File: src/core/cirq_pkg.sv
// Purpose: constants for the comparator interrupt and reference control block
// Assumes: 32-bit classic wishbone, byte addresses, 8-bit registers in low bits
// Notes: register map and field positions used by cirq_top and cirq_ladder
package cirq_pkg;
    // ********************************************************************
    // register offsets (byte addresses)
    // ********************************************************************
    localparam logic [7:0] OFF_CMP_CTRL = 8'h00;
    localparam logic [7:0] OFF_PERIPH_FLAG = 8'h04;
    localparam logic [7:0] OFF_PERIPH_EN = 8'h08;
    localparam logic [7:0] OFF_IRQ_CTRL = 8'h0c;
    localparam logic [7:0] OFF_IRQ_STAT = 8'h10;
    localparam logic [7:0] OFF_IRQ_MASK = 8'h14;
    localparam logic [7:0] OFF_SLEEP = 8'h18;
    // reference control index as printed; byte address is four times it
    localparam logic [7:0] IDX_REF_CTRL = 8'h9f;
    localparam logic [9:0] OFF_REF_CTRL = {IDX_REF_CTRL, 2'b00};
    localparam int ADDR_W = 10;
    // ********************************************************************
    // field positions
    // ********************************************************************
    localparam int BIT_CMP_FLAG = 6;
    localparam int BIT_CMP_EN = 6;
    localparam int BIT_PERIPH_EN = 6;
    localparam int BIT_GLOBAL_EN = 7;
    localparam int BIT_CMP_ONE = 6;
    localparam int BIT_CMP_TWO = 7;
    localparam int BIT_REF_PWR = 7;
    localparam int BIT_REF_OE = 6;
    localparam int BIT_REF_LOW = 5;
    localparam int TAP_W = 4;
    localparam int MODE_W = 3;
    // ********************************************************************
    // reset values and masks
    // ********************************************************************
    localparam logic [7:0] CMP_CTRL_RST = 8'h00;
    localparam logic [2:0] MODE_RESET = 3'h0;
    localparam logic [2:0] MODE_OFF = 3'h7;
    localparam logic [7:0] REF_CTRL_RST = 8'h00;
    localparam logic [7:0] REF_CTRL_MASK = 8'hef;
    localparam logic [7:0] CMP_CTRL_WMASK = 8'h3f;
    localparam logic [1:0] STAT_CHANGE = 2'h1;
    localparam logic [1:0] STAT_WAKE = 2'h2;
    // ladder: high range quarter offset is 8/32, low range divides by 24
    localparam logic [7:0] HIGH_BASE_32 = 8'h08;
    localparam logic [7:0] HIGH_DIV = 8'h20;
    localparam logic [7:0] LOW_DIV = 8'h18;
    // ********************************************************************
    // bus cycle state
    // ********************************************************************
    typedef enum logic [0:0] {BUS_IDLE, BUS_ACK} cirq_bus_type;
endpackage : cirq_pkg

File: src/core/cirq_ladder.sv
// Purpose: reference ladder level, in 96ths of the supply
// Assumes: tap and range come from the reference control register
// Notes: level is zero while the ladder is powered down
`timescale 1ns/1ps
module cirq_ladder
    import cirq_pkg::*;
(
    // control
    input wire logic power_on,
    input wire logic low_range,
    input wire logic [TAP_W-1:0] tap,
    // level as a fraction of the supply: numerator over 96
    output logic [7:0] level_96
);
    // 96 is the common multiple of 32 and 24, so both ranges stay exact
    always_comb begin
        level_96 = 8'h00;
        if (power_on) begin
            if (low_range) begin
                level_96 = 8'({4'h0, tap} * 8'h04);
            end else begin
                level_96 = 8'((HIGH_BASE_32 + {4'h0, tap}) * 8'h03);
            end
        end
    end
endmodule : cirq_ladder

File: src/core/cirq_sync.sv
// Purpose: two flip-flop synchroniser for the comparator outputs
// Assumes: input is asynchronous to CLOCK
// Notes: first stage is read only by the second stage
`timescale 1ns/1ps
module cirq_sync #(
    parameter int WIDTH = 2
) (
    // clock and reset
    input wire logic clk,
    input wire logic rst,
    // data
    input wire logic [WIDTH-1:0] din,
    output logic [WIDTH-1:0] dout
);
    logic [WIDTH-1:0] meta_q;
    logic [WIDTH-1:0] meta_d;
    logic [WIDTH-1:0] out_q;
    logic [WIDTH-1:0] out_d;

    always_comb begin
        meta_d = din;
        out_d = meta_q;
    end

    always_ff @(posedge clk or posedge rst) begin
        if (rst) begin
            meta_q <= '0;
            out_q <= '0;
        end else begin
            meta_q <= meta_d;
            out_q <= out_d;
        end
    end

    assign dout = out_q;
endmodule : cirq_sync

File: src/core/cirq_top.sv
// Purpose: comparator change interrupt and reference ladder control
// Assumes: classic wishbone slave, one clock at 250 MHz, async reset high
// Notes: comparator mode decoding is outside this block, except mode 111, which this block decodes to power the comparators off
//
// Contract
// - Change flag sets whenever either comparator output changes.
// - Change flag is bit 6 of flag register; write zero clears, one sets.
// - Interrupt reaches core only with comparator, peripheral and global enables; IRQ takes the change event gated by mask bit 0 alone.
// - Mismatch keeps setting flag; any comparator control access ends it.
// - Change coinciding with control register read may fail to set flag.
// - Comparator outputs read back on control register bits 7 and 6.
// - In sleep the comparator runs and its enabled interrupt wakes device.
// - Comparator control register is unchanged on wake from sleep.
// - Reset returns control register to mode 000; comparators are powered down while reset holds, and after it only in mode 111.
// - Reference bit 7 powers the ladder on; zero powers it down.
// - Reference bit 6 connects the ladder output to its pin.
// - Reference bit 5 selects low range when one, high when zero.
// - Four-bit tap in bits 3..0 selects one of 16 levels.
// - High range level is supply/4 plus tap/32 of supply.
// - Global interrupt enable is bit 7 of interrupt control register.
`timescale 1ns/1ps
module cirq_top
    import cirq_pkg::*;
(
    // clock and reset
    input wire logic CLOCK,
    input wire logic SYS_RST,
    // wishbone slave
    input wire logic WB_CYC_I,
    input wire logic WB_STB_I,
    input wire logic WB_WE_I,
    input wire logic [ADDR_W-1:0] WB_ADR_I,
    input wire logic [3:0] WB_SEL_I,
    input wire logic [31:0] WB_DAT_I,
    output logic [31:0] WB_DAT_O,
    output logic WB_ACK_O,
    // comparator outputs from the analog side
    input wire logic CMP_ONE_OUTPUT,
    input wire logic CMP_TWO_OUTPUT,
    // comparator control
    output logic [MODE_W-1:0] CMP_MODE_FIELD,
    output logic CMP_POWER_ON,
    // reference ladder control
    output logic REF_POWER_ENABLE,
    output logic REF_PIN_OUTPUT_ENABLE,
    output logic REF_LOW_RANGE,
    output logic [TAP_W-1:0] REF_TAP_SELECT,
    output logic [7:0] REF_LEVEL_96,
    // interrupt and wake
    output logic CMP_IRQ,
    output logic WAKE_REQ,
    output logic IRQ
);
    // ********************************************************************
    // synchronised comparator outputs
    // ********************************************************************
    logic [1:0] live_cmp;

    cirq_sync #(.WIDTH(2)) u_sync (
        .clk(CLOCK),
        .rst(SYS_RST),
        .din({CMP_TWO_OUTPUT, CMP_ONE_OUTPUT}),
        .dout(live_cmp)
    );

    // ********************************************************************
    // state
    // ********************************************************************
    cirq_bus_type bus_q, bus_d;
    logic [31:0] rdata_q, rdata_d;
    logic [7:0] cmp_ctrl_q, cmp_ctrl_d;
    logic [1:0] seen_q, seen_d;
    logic cmp_change_flag_q, cmp_change_flag_d;
    logic cmp_irq_enable_q, cmp_irq_enable_d;
    logic periph_irq_enable_q, periph_irq_enable_d;
    logic global_irq_enable_q, global_irq_enable_d;
    logic [1:0] stat_q, stat_d;
    logic [1:0] mask_q, mask_d;
    logic sleep_q, sleep_d;
    logic [7:0] ref_ctrl_q, ref_ctrl_d;
    logic cmp_irq_q, cmp_irq_d;
    logic wake_q, wake_d;
    logic irq_q, irq_d;
    logic [7:0] level_q, level_d;

    logic req;
    logic wr_en;
    logic rd_en;
    logic [ADDR_W-1:0] addr;
    logic [7:0] wbyte;
    logic mismatch;
    logic cmp_access;
    logic [7:0] level_w;
    logic [7:0] cmp_rd;

    // ********************************************************************
    // bus decode
    // ********************************************************************
    // one request per cycle: ack comes the cycle after the strobe is seen
    // only byte lane 0 carries data; a write without it changes no register, but still counts as a comparator control access
    always_comb begin
        req = WB_CYC_I && WB_STB_I && (bus_q == BUS_IDLE);
        wr_en = req && WB_WE_I && WB_SEL_I[0];
        rd_en = req && !WB_WE_I;
        addr = WB_ADR_I;
        wbyte = WB_DAT_I[7:0];
        cmp_access = req && (addr == ADDR_W'(OFF_CMP_CTRL));
        mismatch = (live_cmp != seen_q);
        cmp_rd = cmp_ctrl_q & CMP_CTRL_WMASK;
        cmp_rd[BIT_CMP_TWO] = live_cmp[1];
        cmp_rd[BIT_CMP_ONE] = live_cmp[0];
    end

    cirq_ladder u_ladder (
        .power_on(ref_ctrl_q[BIT_REF_PWR]),
        .low_range(ref_ctrl_q[BIT_REF_LOW]),
        .tap(ref_ctrl_q[TAP_W-1:0]),
        .level_96(level_w)
    );

    // ********************************************************************
    // next state
    // ********************************************************************
    always_comb begin
        bus_d = BUS_IDLE;
        rdata_d = rdata_q;
        cmp_ctrl_d = cmp_ctrl_q;
        seen_d = seen_q;
        cmp_change_flag_d = cmp_change_flag_q;
        cmp_irq_enable_d = cmp_irq_enable_q;
        periph_irq_enable_d = periph_irq_enable_q;
        global_irq_enable_d = global_irq_enable_q;
        stat_d = stat_q;
        mask_d = mask_q;
        sleep_d = sleep_q;
        ref_ctrl_d = ref_ctrl_q;
        if (req) begin
            bus_d = BUS_ACK;
            rdata_d = 32'h0;
            if (wr_en) begin
                case (addr)
                    ADDR_W'(OFF_CMP_CTRL): begin
                        cmp_ctrl_d = wbyte & CMP_CTRL_WMASK;
                    end
                    ADDR_W'(OFF_PERIPH_FLAG): begin
                        cmp_change_flag_d = wbyte[BIT_CMP_FLAG];
                    end
                    ADDR_W'(OFF_PERIPH_EN): begin
                        cmp_irq_enable_d = wbyte[BIT_CMP_EN];
                    end
                    ADDR_W'(OFF_IRQ_CTRL): begin
                        periph_irq_enable_d = wbyte[BIT_PERIPH_EN];
                        global_irq_enable_d = wbyte[BIT_GLOBAL_EN];
                    end
                    ADDR_W'(OFF_IRQ_MASK): begin
                        mask_d = wbyte[1:0];
                    end
                    ADDR_W'(OFF_SLEEP): begin
                        sleep_d = wbyte[0];
                    end
                    OFF_REF_CTRL: begin
                        ref_ctrl_d = wbyte & REF_CTRL_MASK;
                    end
                    default: begin
                    end
                endcase
            end else if (rd_en) begin
                case (addr)
                    ADDR_W'(OFF_CMP_CTRL): rdata_d = {24'h0, cmp_rd};
                    ADDR_W'(OFF_PERIPH_FLAG): begin
                        rdata_d[BIT_CMP_FLAG] = cmp_change_flag_q;
                    end
                    ADDR_W'(OFF_PERIPH_EN): begin
                        rdata_d[BIT_CMP_EN] = cmp_irq_enable_q;
                    end
                    ADDR_W'(OFF_IRQ_CTRL): begin
                        rdata_d[BIT_GLOBAL_EN] = global_irq_enable_q;
                        rdata_d[BIT_PERIPH_EN] = periph_irq_enable_q;
                    end
                    ADDR_W'(OFF_IRQ_STAT): begin
                        rdata_d = {30'h0, stat_q};
                        stat_d = 2'h0;
                    end
                    ADDR_W'(OFF_IRQ_MASK): rdata_d = {30'h0, mask_q};
                    ADDR_W'(OFF_SLEEP): rdata_d = {31'h0, sleep_q};
                    OFF_REF_CTRL: rdata_d = {24'h0, ref_ctrl_q};
                    default: rdata_d = 32'h0;
                endcase
            end
        end
        // ****************************************************************
        // change detect and events
        // ****************************************************************
        // access records what software saw; a change in that same cycle
        // is absorbed into the snapshot and raises no flag
        if (cmp_access) begin
            seen_d = live_cmp;
        end else if (mismatch) begin
            cmp_change_flag_d = 1'b1;
        end
        // hardware events win over the status clear-on-read
        if (mismatch && !cmp_access) begin
            stat_d = stat_d | STAT_CHANGE;
        end
        // the wake event is logged without the global enable, as wake ignores it
        if (wake_d) begin
            stat_d = stat_d | STAT_WAKE;
        end
        // wake leaves comparator control untouched; only sleep ends
        if (wake_d) begin
            sleep_d = 1'b0;
        end
    end

    // ********************************************************************
    // outputs
    // ********************************************************************
    always_comb begin
        cmp_irq_d = cmp_change_flag_q && cmp_irq_enable_q
            && periph_irq_enable_q && global_irq_enable_q;
        // wake needs only the comparator and peripheral enables, not the global one, as in sleep the core halts
        wake_d = sleep_q && cmp_change_flag_q && cmp_irq_enable_q
            && periph_irq_enable_q;
        // status and mask share one layout: bit 0 change, bit 1 wake
        irq_d = |(stat_q & mask_q);
        level_d = level_w;
    end

    always_ff @(posedge CLOCK or posedge SYS_RST) begin
        if (SYS_RST) begin
            bus_q <= BUS_IDLE;
            rdata_q <= 32'h0;
            cmp_ctrl_q <= CMP_CTRL_RST;
            seen_q <= 2'h0;
            cmp_change_flag_q <= 1'b0;
            cmp_irq_enable_q <= 1'b0;
            periph_irq_enable_q <= 1'b0;
            global_irq_enable_q <= 1'b0;
            stat_q <= 2'h0;
            mask_q <= 2'h0;
            sleep_q <= 1'b0;
            ref_ctrl_q <= REF_CTRL_RST;
            cmp_irq_q <= 1'b0;
            wake_q <= 1'b0;
            irq_q <= 1'b0;
            level_q <= 8'h00;
        end else begin
            bus_q <= bus_d;
            rdata_q <= rdata_d;
            cmp_ctrl_q <= cmp_ctrl_d;
            seen_q <= seen_d;
            cmp_change_flag_q <= cmp_change_flag_d;
            cmp_irq_enable_q <= cmp_irq_enable_d;
            periph_irq_enable_q <= periph_irq_enable_d;
            global_irq_enable_q <= global_irq_enable_d;
            stat_q <= stat_d;
            mask_q <= mask_d;
            sleep_q <= sleep_d;
            ref_ctrl_q <= ref_ctrl_d;
            cmp_irq_q <= cmp_irq_d;
            wake_q <= wake_d;
            irq_q <= irq_d;
            level_q <= level_d;
        end
    end

    // ********************************************************************
    // comparator power
    // ********************************************************************
    // powered down while reset holds, since the flop clears asynchronously
    logic cmp_pwr_q, cmp_pwr_d;
    always_comb begin
        // mode 111 is the only setting that turns both comparators off
        cmp_pwr_d = (cmp_ctrl_q[MODE_W-1:0] != MODE_OFF);
    end
    always_ff @(posedge CLOCK or posedge SYS_RST) begin
        if (SYS_RST) begin
            cmp_pwr_q <= 1'b0;
        end else begin
            cmp_pwr_q <= cmp_pwr_d;
        end
    end

    // ********************************************************************
    // port drive
    // ********************************************************************
    assign WB_ACK_O = (bus_q == BUS_ACK);
    assign WB_DAT_O = rdata_q;
    assign CMP_MODE_FIELD = cmp_ctrl_q[MODE_W-1:0];
    assign CMP_POWER_ON = cmp_pwr_q;
    assign REF_POWER_ENABLE = ref_ctrl_q[BIT_REF_PWR];
    assign REF_PIN_OUTPUT_ENABLE = ref_ctrl_q[BIT_REF_OE];
    assign REF_LOW_RANGE = ref_ctrl_q[BIT_REF_LOW];
    assign REF_TAP_SELECT = ref_ctrl_q[TAP_W-1:0];
    assign REF_LEVEL_96 = level_q;
    assign CMP_IRQ = cmp_irq_q;
    // wake is a one-cycle pulse, since sleep clears as it fires
    assign WAKE_REQ = wake_q;
    assign IRQ = irq_q;
endmodule : cirq_top

File: config.mk
export PLATFORM = sky130hd
export DESIGN_NAME = cirq_top
export DESIGN_NICKNAME = d
export VERILOG_FILES = /design/src/core/cirq_pkg.sv /design/src/core/cirq_ladder.sv /design/src/core/cirq_sync.sv /design/src/core/cirq_top.sv
export SDC_FILE = /design/constraint.sdc
export NUM_CORES = 1
export LEC_CHECK = 0
export ABC_CLOCK_PERIOD_IN_PS = 1700
export BUFFER_PORTS_ARGS = -buffer_cell sky130_fd_sc_hd__buf_2
export CORE_UTILIZATION = 44
export CTS_BUF_LIST = sky130_fd_sc_hd__clkbuf_2 sky130_fd_sc_hd__clkbuf_4 sky130_fd_sc_hd__clkbuf_8
export CTS_CLUSTER_SIZE = 16
export DETAILED_ROUTE_END_ITERATION = 10
export PLACE_DENSITY = 0.85
export RECOVER_POWER = 25
export SETUP_SLACK_MARGIN = 0.02
export SLEW_MARGIN = 5
export SYNTH_ARGS = -nofsm -noshare
export SYNTH_HDL_FRONTEND = slang
export SYNTH_SLANG_ARGS = --single-unit
File: constraint.sdc
create_clock -name CLOCK -period 1.7 [get_ports CLOCK]
set_input_delay 0.425 -clock CLOCK [delete_from_list [all_inputs] [get_ports CLOCK]]
set_output_delay 0.425 -clock CLOCK [all_outputs]
set_load 0.1 [all_outputs]
Word level (Yosys, flattened, before mapping)
Cells that the tools add are included.
{"block": "word_totals", "ff_bits": 73, "in_bits": 53, "wordCells": 81}
{"block": "classes", "eq_ne": 9, "n_reduce_logical": 26, "multipliers": 1, "mux": 23, "addsub": 1, "bitwise": 2}
{"operator": "$mux W8", "count": 4}
{"operator": "$eq A10 B5 Y1 const B", "count": 3}
{"operator": "$pmux W6 S5", "count": 1}
{"operator": "$eq A10 B4 Y1 const B", "count": 2}
{"operator": "$reduce_and A3 Y1", "count": 6}
{"operator": "$logic_and A1 B1 Y1", "count": 13}
{"operator": "$mux W1", "count": 11}
{"operator": "$eq A10 B10 Y1 const B", "count": 1}
{"operator": "$eq A10 B3 Y1 const B", "count": 1}
{"operator": "$logic_not A10 Y1", "count": 1}
{"operator": "$mux W2", "count": 5}
{"operator": "$mul A8 B2 Y8 const B", "count": 1}
{"operator": "$reduce_bool A2 Y1", "count": 3}
{"operator": "$add A4 B4 Y5 const A", "count": 1}
{"operator": "$pmux W1 S5", "count": 1}
{"operator": "$ne A3 B3 Y1 const B", "count": 1}
{"operator": "$pmux W1 S3", "count": 1}
{"operator": "$and A2 B2 Y2", "count": 1}
{"operator": "$logic_not A1 Y1", "count": 2}
{"operator": "$ne A2 B2 Y1", "count": 1}
{"operator": "$reduce_or A2 Y1", "count": 1}
{"operator": "$not A1 Y1", "count": 1}

Logic depth before layout (Yosys ltp)
{"block": "depth", "depth_word": 8, "depth_mapped": 8}

Hierarchy
From an unflattened synthesis, not the netlist that was laid out.
{"block": "hier_totals", "hier_cells": 219, "hier_area_um2": 2487.4}
{"mod": "cirq_top", "area_per_inst_um2": 2129.5, "cells_each": 182, "n_inst": 1}
{"mod": "cirq_ladder", "area_per_inst_um2": 254.0, "cells_each": 32, "n_inst": 1}
{"mod": "cirq_sync", "area_per_inst_um2": 103.8, "cells_each": 5, "n_inst": 1}

Least setup slack after synthesis
Ideal clock, no wire load.
{"block": "synth_timing", "path_kind": "register to register", "from": "register ref_ctrl_q[1]", "to": "register level_q[3] (netlist: REF_LEVEL_96[3])", "path_buffers": 0, "path_stages_with_launch": 8, "synth_period_minus_slack_ps": 2434, "required_time_ps": 1572, "arrival_ps": 2306, "path_slack_ps": -734, "cell_sequence": "dfrtp_1 ha_1 inv_1 fa_1 inv_1 fa_1 mux2i_1 nor2_1"}
{"block": "synth_between", "elab_chain_cells": 4}
{"element": "start: declaration", "line_no": "cirq_top.sv:80", "source": "logic [7:0] ref_ctrl_q, ref_ctrl_d;"}
{"element": "start signal: assignment", "line_no": "cirq_top.sv:259", "source": "ref_ctrl_q <= ref_ctrl_d;"}
{"element": "$add A4 B4 Y5", "line_no": "cirq_ladder.sv:22", "source": "level_96 = 8'((HIGH_BASE_32 + {4'h0, tap}) * 8'h03);"}
{"element": "$mul A8 B2 Y8", "line_no": "cirq_ladder.sv:22"}
{"element": "$mux W8 *", "line_no": "cirq_ladder.sv:19", "source": "if (low_range) begin"}
{"element": "$mux W8 *", "line_no": "cirq_ladder.sv:18", "source": "if (power_on) begin"}
{"element": "named net level_d[3]", "line_no": "cirq_top.sv:84", "source": "logic [7:0] level_q, level_d;"}
{"element": "end signal: assignment", "line_no": "cirq_top.sv:263", "source": "level_q <= level_d;"}
{"element": "end: declaration", "line_no": "cirq_top.sv:84"}
The timed path passes the listed nets; every way through them passes the cells marked *.
A chain may end at the register's enable or synchronous reset.

Worst setup path in the final report
{"block": "layout_timing", "from": "input port WB_ADR_I[7]", "to": "register mask_q[1]"}
{"block": "layout_between", "elab_chain_cells": 2}
{"element": "start: declaration", "line_no": "cirq_top.sv:32", "source": "input wire logic [ADDR_W-1:0] WB_ADR_I,"}
{"element": "$eq A10 B5 Y1", "line_no": "cirq_top.sv:141", "source": "case (addr)"}
{"element": "$reduce_and A3 Y1 (no line)"}
{"element": "end signal: assignment", "line_no": "cirq_top.sv:257", "source": "mask_q <= mask_d;"}
{"element": "end: declaration", "line_no": "cirq_top.sv:78", "source": "logic [1:0] mask_q, mask_d;"}
Every way passes these cells.

==> results list <==
* Result of the run: complete, but fails checks
- The final reports fail on negative setup slack.
* Final hold violations: 0
- In the routed layout, each cell is associated on average with a via count of 5.35.
- Sequential fraction of the synthesis area: 0.483
* Worst hold path endpoint: u_sync.meta_q[0]$_DFF_PP0_
- Synth area leader: sky130_fd_sc_hd__dfrtp_1
- The number of global-route vias before repair is 2,100.
- Chip height: 77.2 um
- The routed design has 6950 um of wire.
* HPWL after DPL: 4670 um
- The clock tree synthesis step divided the H-tree into 2 levels.
- Pin count of the biggest net entering global routing: 26
- Remaining antenna violation count: 0
- Synthesized netlist cell count: 224
* Wire length on met3: 417 um
- In this run the deepest clock path goes through 2 buffers.
* Total congestion overflow: 0
* Buffers added on ports: 55
* Share of post-route cells with drive strength above 1: 0.538
- Leading cell types by total area after synthesis: sky130_fd_sc_hd__dfrtp_1 (48%), sky130_fd_sc_hd__buf_4 (8.5%), sky130_fd_sc_hd__mux2_2 (8.2%), sky130_fd_sc_hd__nor2_1 (2.1%), sky130_fd_sc_hd__mux2i_1 (2.0%)
- In this run the power density over the cells is 703 mW/mm^2.
- Highest signal layer in the routed design: met4
* Post-synth design cell area: 0.00248 mm^2
* Unique cell type count in the Yosys netlist: 51
* Kind of critical path: input port to flop
* Global-route wire length before repair: 10,800 um
- Along the worst path, the maximum fanout reaches 3.
- Std-Cell Core Area: 0.00527 mm^2
- Across the run, the number of max-cap violations was 0.
* Final clock skew: 0.00629 ns
- Min-Delay Path Class: input port to flop
* Worst setup slack for register-to-register paths: -0.20 ns
- For the pin with the worst max-slew slack, the measured transition is 0.948 ns.
* Share of power burned in registers: 0.474
- In the global route stage, overall resource usage came out at 0.238.
* Global placer's final weighted congestion: 0.932
* Fin nets: 377
- Clock tree synthesis selected as its root buffer the cell sky130_fd_sc_hd__clkbuf_8.
- The number of clock buffers added by TritonCTS is 5.
* Insertion delay to the later sink of the worst-skew pair: 0.31 ns
* Io pins: 108
- Timing would allow up to 516 MHz.
- # diodes: 0
- In this run the most critical hold path is launched from CMP_ONE_OUTPUT.
- The startpoint identified for the worst register-to-register timing path is WB_ACK_O$_DFF_PP0_.
- Leakage component of the power: 1.71 nW
- Comb power frac: 0.223
- Final Critical Period: 1.94 ns
* Routed wl met2: 3490 um
* Average wire per standard cell: 17.8 um
- Detailed router's first-iteration violation count: 132
* Sinks on the clock net: 48
- In the synthesized netlist the async set-or-reset flop fraction comes to 1.00.
- Of the total power, the share spent switching nets is 0.344.
- Data arrival, critical path: 2.14 ns
- STA classifies the critical path endpoint as a flop.
- In this run, synthesis produced a sequential element count of 48.
- The max-slew violation count was 0.
* Core Rows: 26
- The analysis attributes to net switching a power of 844 uW.
- Width of the die: 77.2 um
- The endpoint identified for the worst register-to-register timing path is mask_q[1]$_DFFE_PP0P_.
- Cell with the most instances after synthesis: sky130_fd_sc_hd__dfrtp_1
* Cell depth of the worst min-delay path: 1
- Clock-pin slew was measured on the worst setup and hold paths at 0.08 ns.
- Maximum vdd ir drop: 623 uV
- Count of endpoints failing setup in the final report: 18
- Relative to the synthesized area, the layout overhead comes to 40.6%.
* Share of the clock period used by the worst path after layout: 1.14
- Total die area: 0.00595 mm^2
- TritonCTS clock tree: done
- At the placement stage, the worst setup path has a slack of -0.561 ns.
- The internal power of the cells totals 1.61 mW.
* Portion of total power attributed to the clock network: 0.302
- Once layout is complete, the utilization of the core stands at 0.663.
- Initial Util: 0.472
- Number of vias in the routed layout: 2,088
- Initial antenna violation count: 0
- For this run, the number of Yosys warnings is 0.
- The pre-antenna-repair detailed-routing pass consisted of 4 iterations.
- The share of synthesized area in the top cell type comes to 0.483.
- Ys flop type: sky130_fd_sc_hd__dfrtp_1
* Unrepaired setup endpoints after global routing: yes
- Average cell area after synthesis: 11.1 um^2
- Counting flops with a built-in enable in the synthesized netlist gives 0.
- Ranking of synthesized cells by instance count: sky130_fd_sc_hd__dfrtp_1 (48), sky130_fd_sc_hd__buf_4 (28), sky130_fd_sc_hd__mux2_2 (18)
* Worst slew slack as a fraction of its limit: 0.368
- Setup WS post-layout: -0.239 ns
- Counting cells, the worst reg-to-reg path comes to 5.
- Residual DRC count: 0
* Total of hold buffers inserted after clock tree synthesis: 0
* WP data required: 1.90 ns
* Crit start category: input port
- Detailed-routing wirelength on met1: 2930 um
worst max-delay path, stage by stage:
cell and delay, ns:
sky130_fd_sc_hd__buf_6 0.09, sky130_fd_sc_hd__or4_4 0.54, sky130_fd_sc_hd__or2_4 0.27, sky130_fd_sc_hd__or4b_4 0.51, sky130_fd_sc_hd__mux2_4 0.31
cells in the final DEF, fill, tap and decap left out, drive strengths merged, types with 3 or more instances in the layout:
master and n:
buf 98, dfrtp 48, conb 25, mux2 20, nor2 14, nand2 13
inv 12, clkbuf 7, a21oi 6, mux2i 5, o31ai 5, nand3 5
nor4 5, or4 4, nand3b 4, a22oi 4, xnor2 3, o21ai 3
nor3 3, ha 3
per-stage QoR:
step                area [um^2]  power, mW  setup TNS, ns  std cells  hold WS (ns)
floorplan                  2670       1.61          -3.15        248         0.331
global placement           3100       1.67          -9.50        373         0.332
detailed placement         3100       1.68         -10.28        373         0.337
CTS                        3330       2.44         -0.770        383         0.151
global route               3490       2.53          -1.88        390         0.204
finish                     3490       2.46          -1.20        390         0.217
cell families after synthesis:
family	after synthesis	synth area share
compound gates	32	0.0916
xor+xnor	3	0.0106
fa+ha+maj	6	0.0352
buf+inv	46	0.112
flops	48	0.483
mux	25	0.114
other cells	1	0.00151
simple gates	63	0.152
cell type report:
| type | count | area (um^2) |
|---|---|---|
| Tap cell | 70 | 87.6 |
| Multi-Input combinational cell | 154 | 1320 |
| Clock buffer | 7 | 90.1 |
| Timing Repair Buffer | 98 | 722 |
| Sequential cell | 48 | 1220 |
| Fill cell | 395 | 1780 |
| Inverter | 12 | 45.0 |
| Clock inverter | 1 | 7.51 |
power by group through the flow:
stage | clock network [mW] | logic, mW | registers (mW)
2_1_floorplan | 0 | 0.363 | 1.25
3_3_place_gp | 0 | 0.488 | 1.19
3_5_place_dp | 0 | 0.493 | 1.19
4_1_cts | 0.756 | 0.516 | 1.16
5_1_grt | 0.796 | 0.569 | 1.17
6_report | 0.743 | 0.549 | 1.17
registers in the layout, indices dropped and copies added (netlist names), 2 cells and up:
name           cells
u_sync.meta_q      2
u_sync.dout        2
REF_LEVEL_96       7
ref_ctrl_q         7
seen_q             2
mask_q             2
cmp_ctrl_q         6
WB_DAT_O           8
stat_q             2
what timing repair did:
| action | in CTS | in global routing |
|---|---|---|
| setup endpoints to repair | 27 | 31 |
| resized for setup | 24 | 23 |
| pin swaps | 10 | 12 |
| setup buffers | 2 | 7 |
metal layers:
layer | vias to the layer above | track usage
met5 | - | 0
met4 | 0 | 0.0792
met3 | 12 | 0.0560
met2 | 91 | 0.377
met1 | 1052 | 0.320
li1 | 933 | -
how the worst max path moves through the flow:
| stage | cells past startpoint | endpoint | start | slack (ns) |
|---|---|---|---|---|
| 3_5_place_dp | 6 | seen_q[1]$_DFFE_PP0N_ | WB_ADR_I[7] | -0.56 |
| 3_3_place_gp | 6 | seen_q[0]$_DFFE_PP0N_ | WB_ADR_I[7] | -0.60 |
| 2_1_floorplan | 4 | mask_q[0]$_DFFE_PP0P_ | WB_ADR_I[7] | -0.42 |
| 6_report | 5 | mask_q[1]$_DFFE_PP0P_ | WB_ADR_I[7] | -0.24 |
| 4_1_cts | 5 | mask_q[1]$_DFFE_PP0P_ | WB_ADR_I[7] | -0.22 |
| 5_1_grt | 5 | mask_q[1]$_DFFE_PP0P_ | WB_ADR_I[7] | -0.25 |
Power figures use the tool's default switching activity.
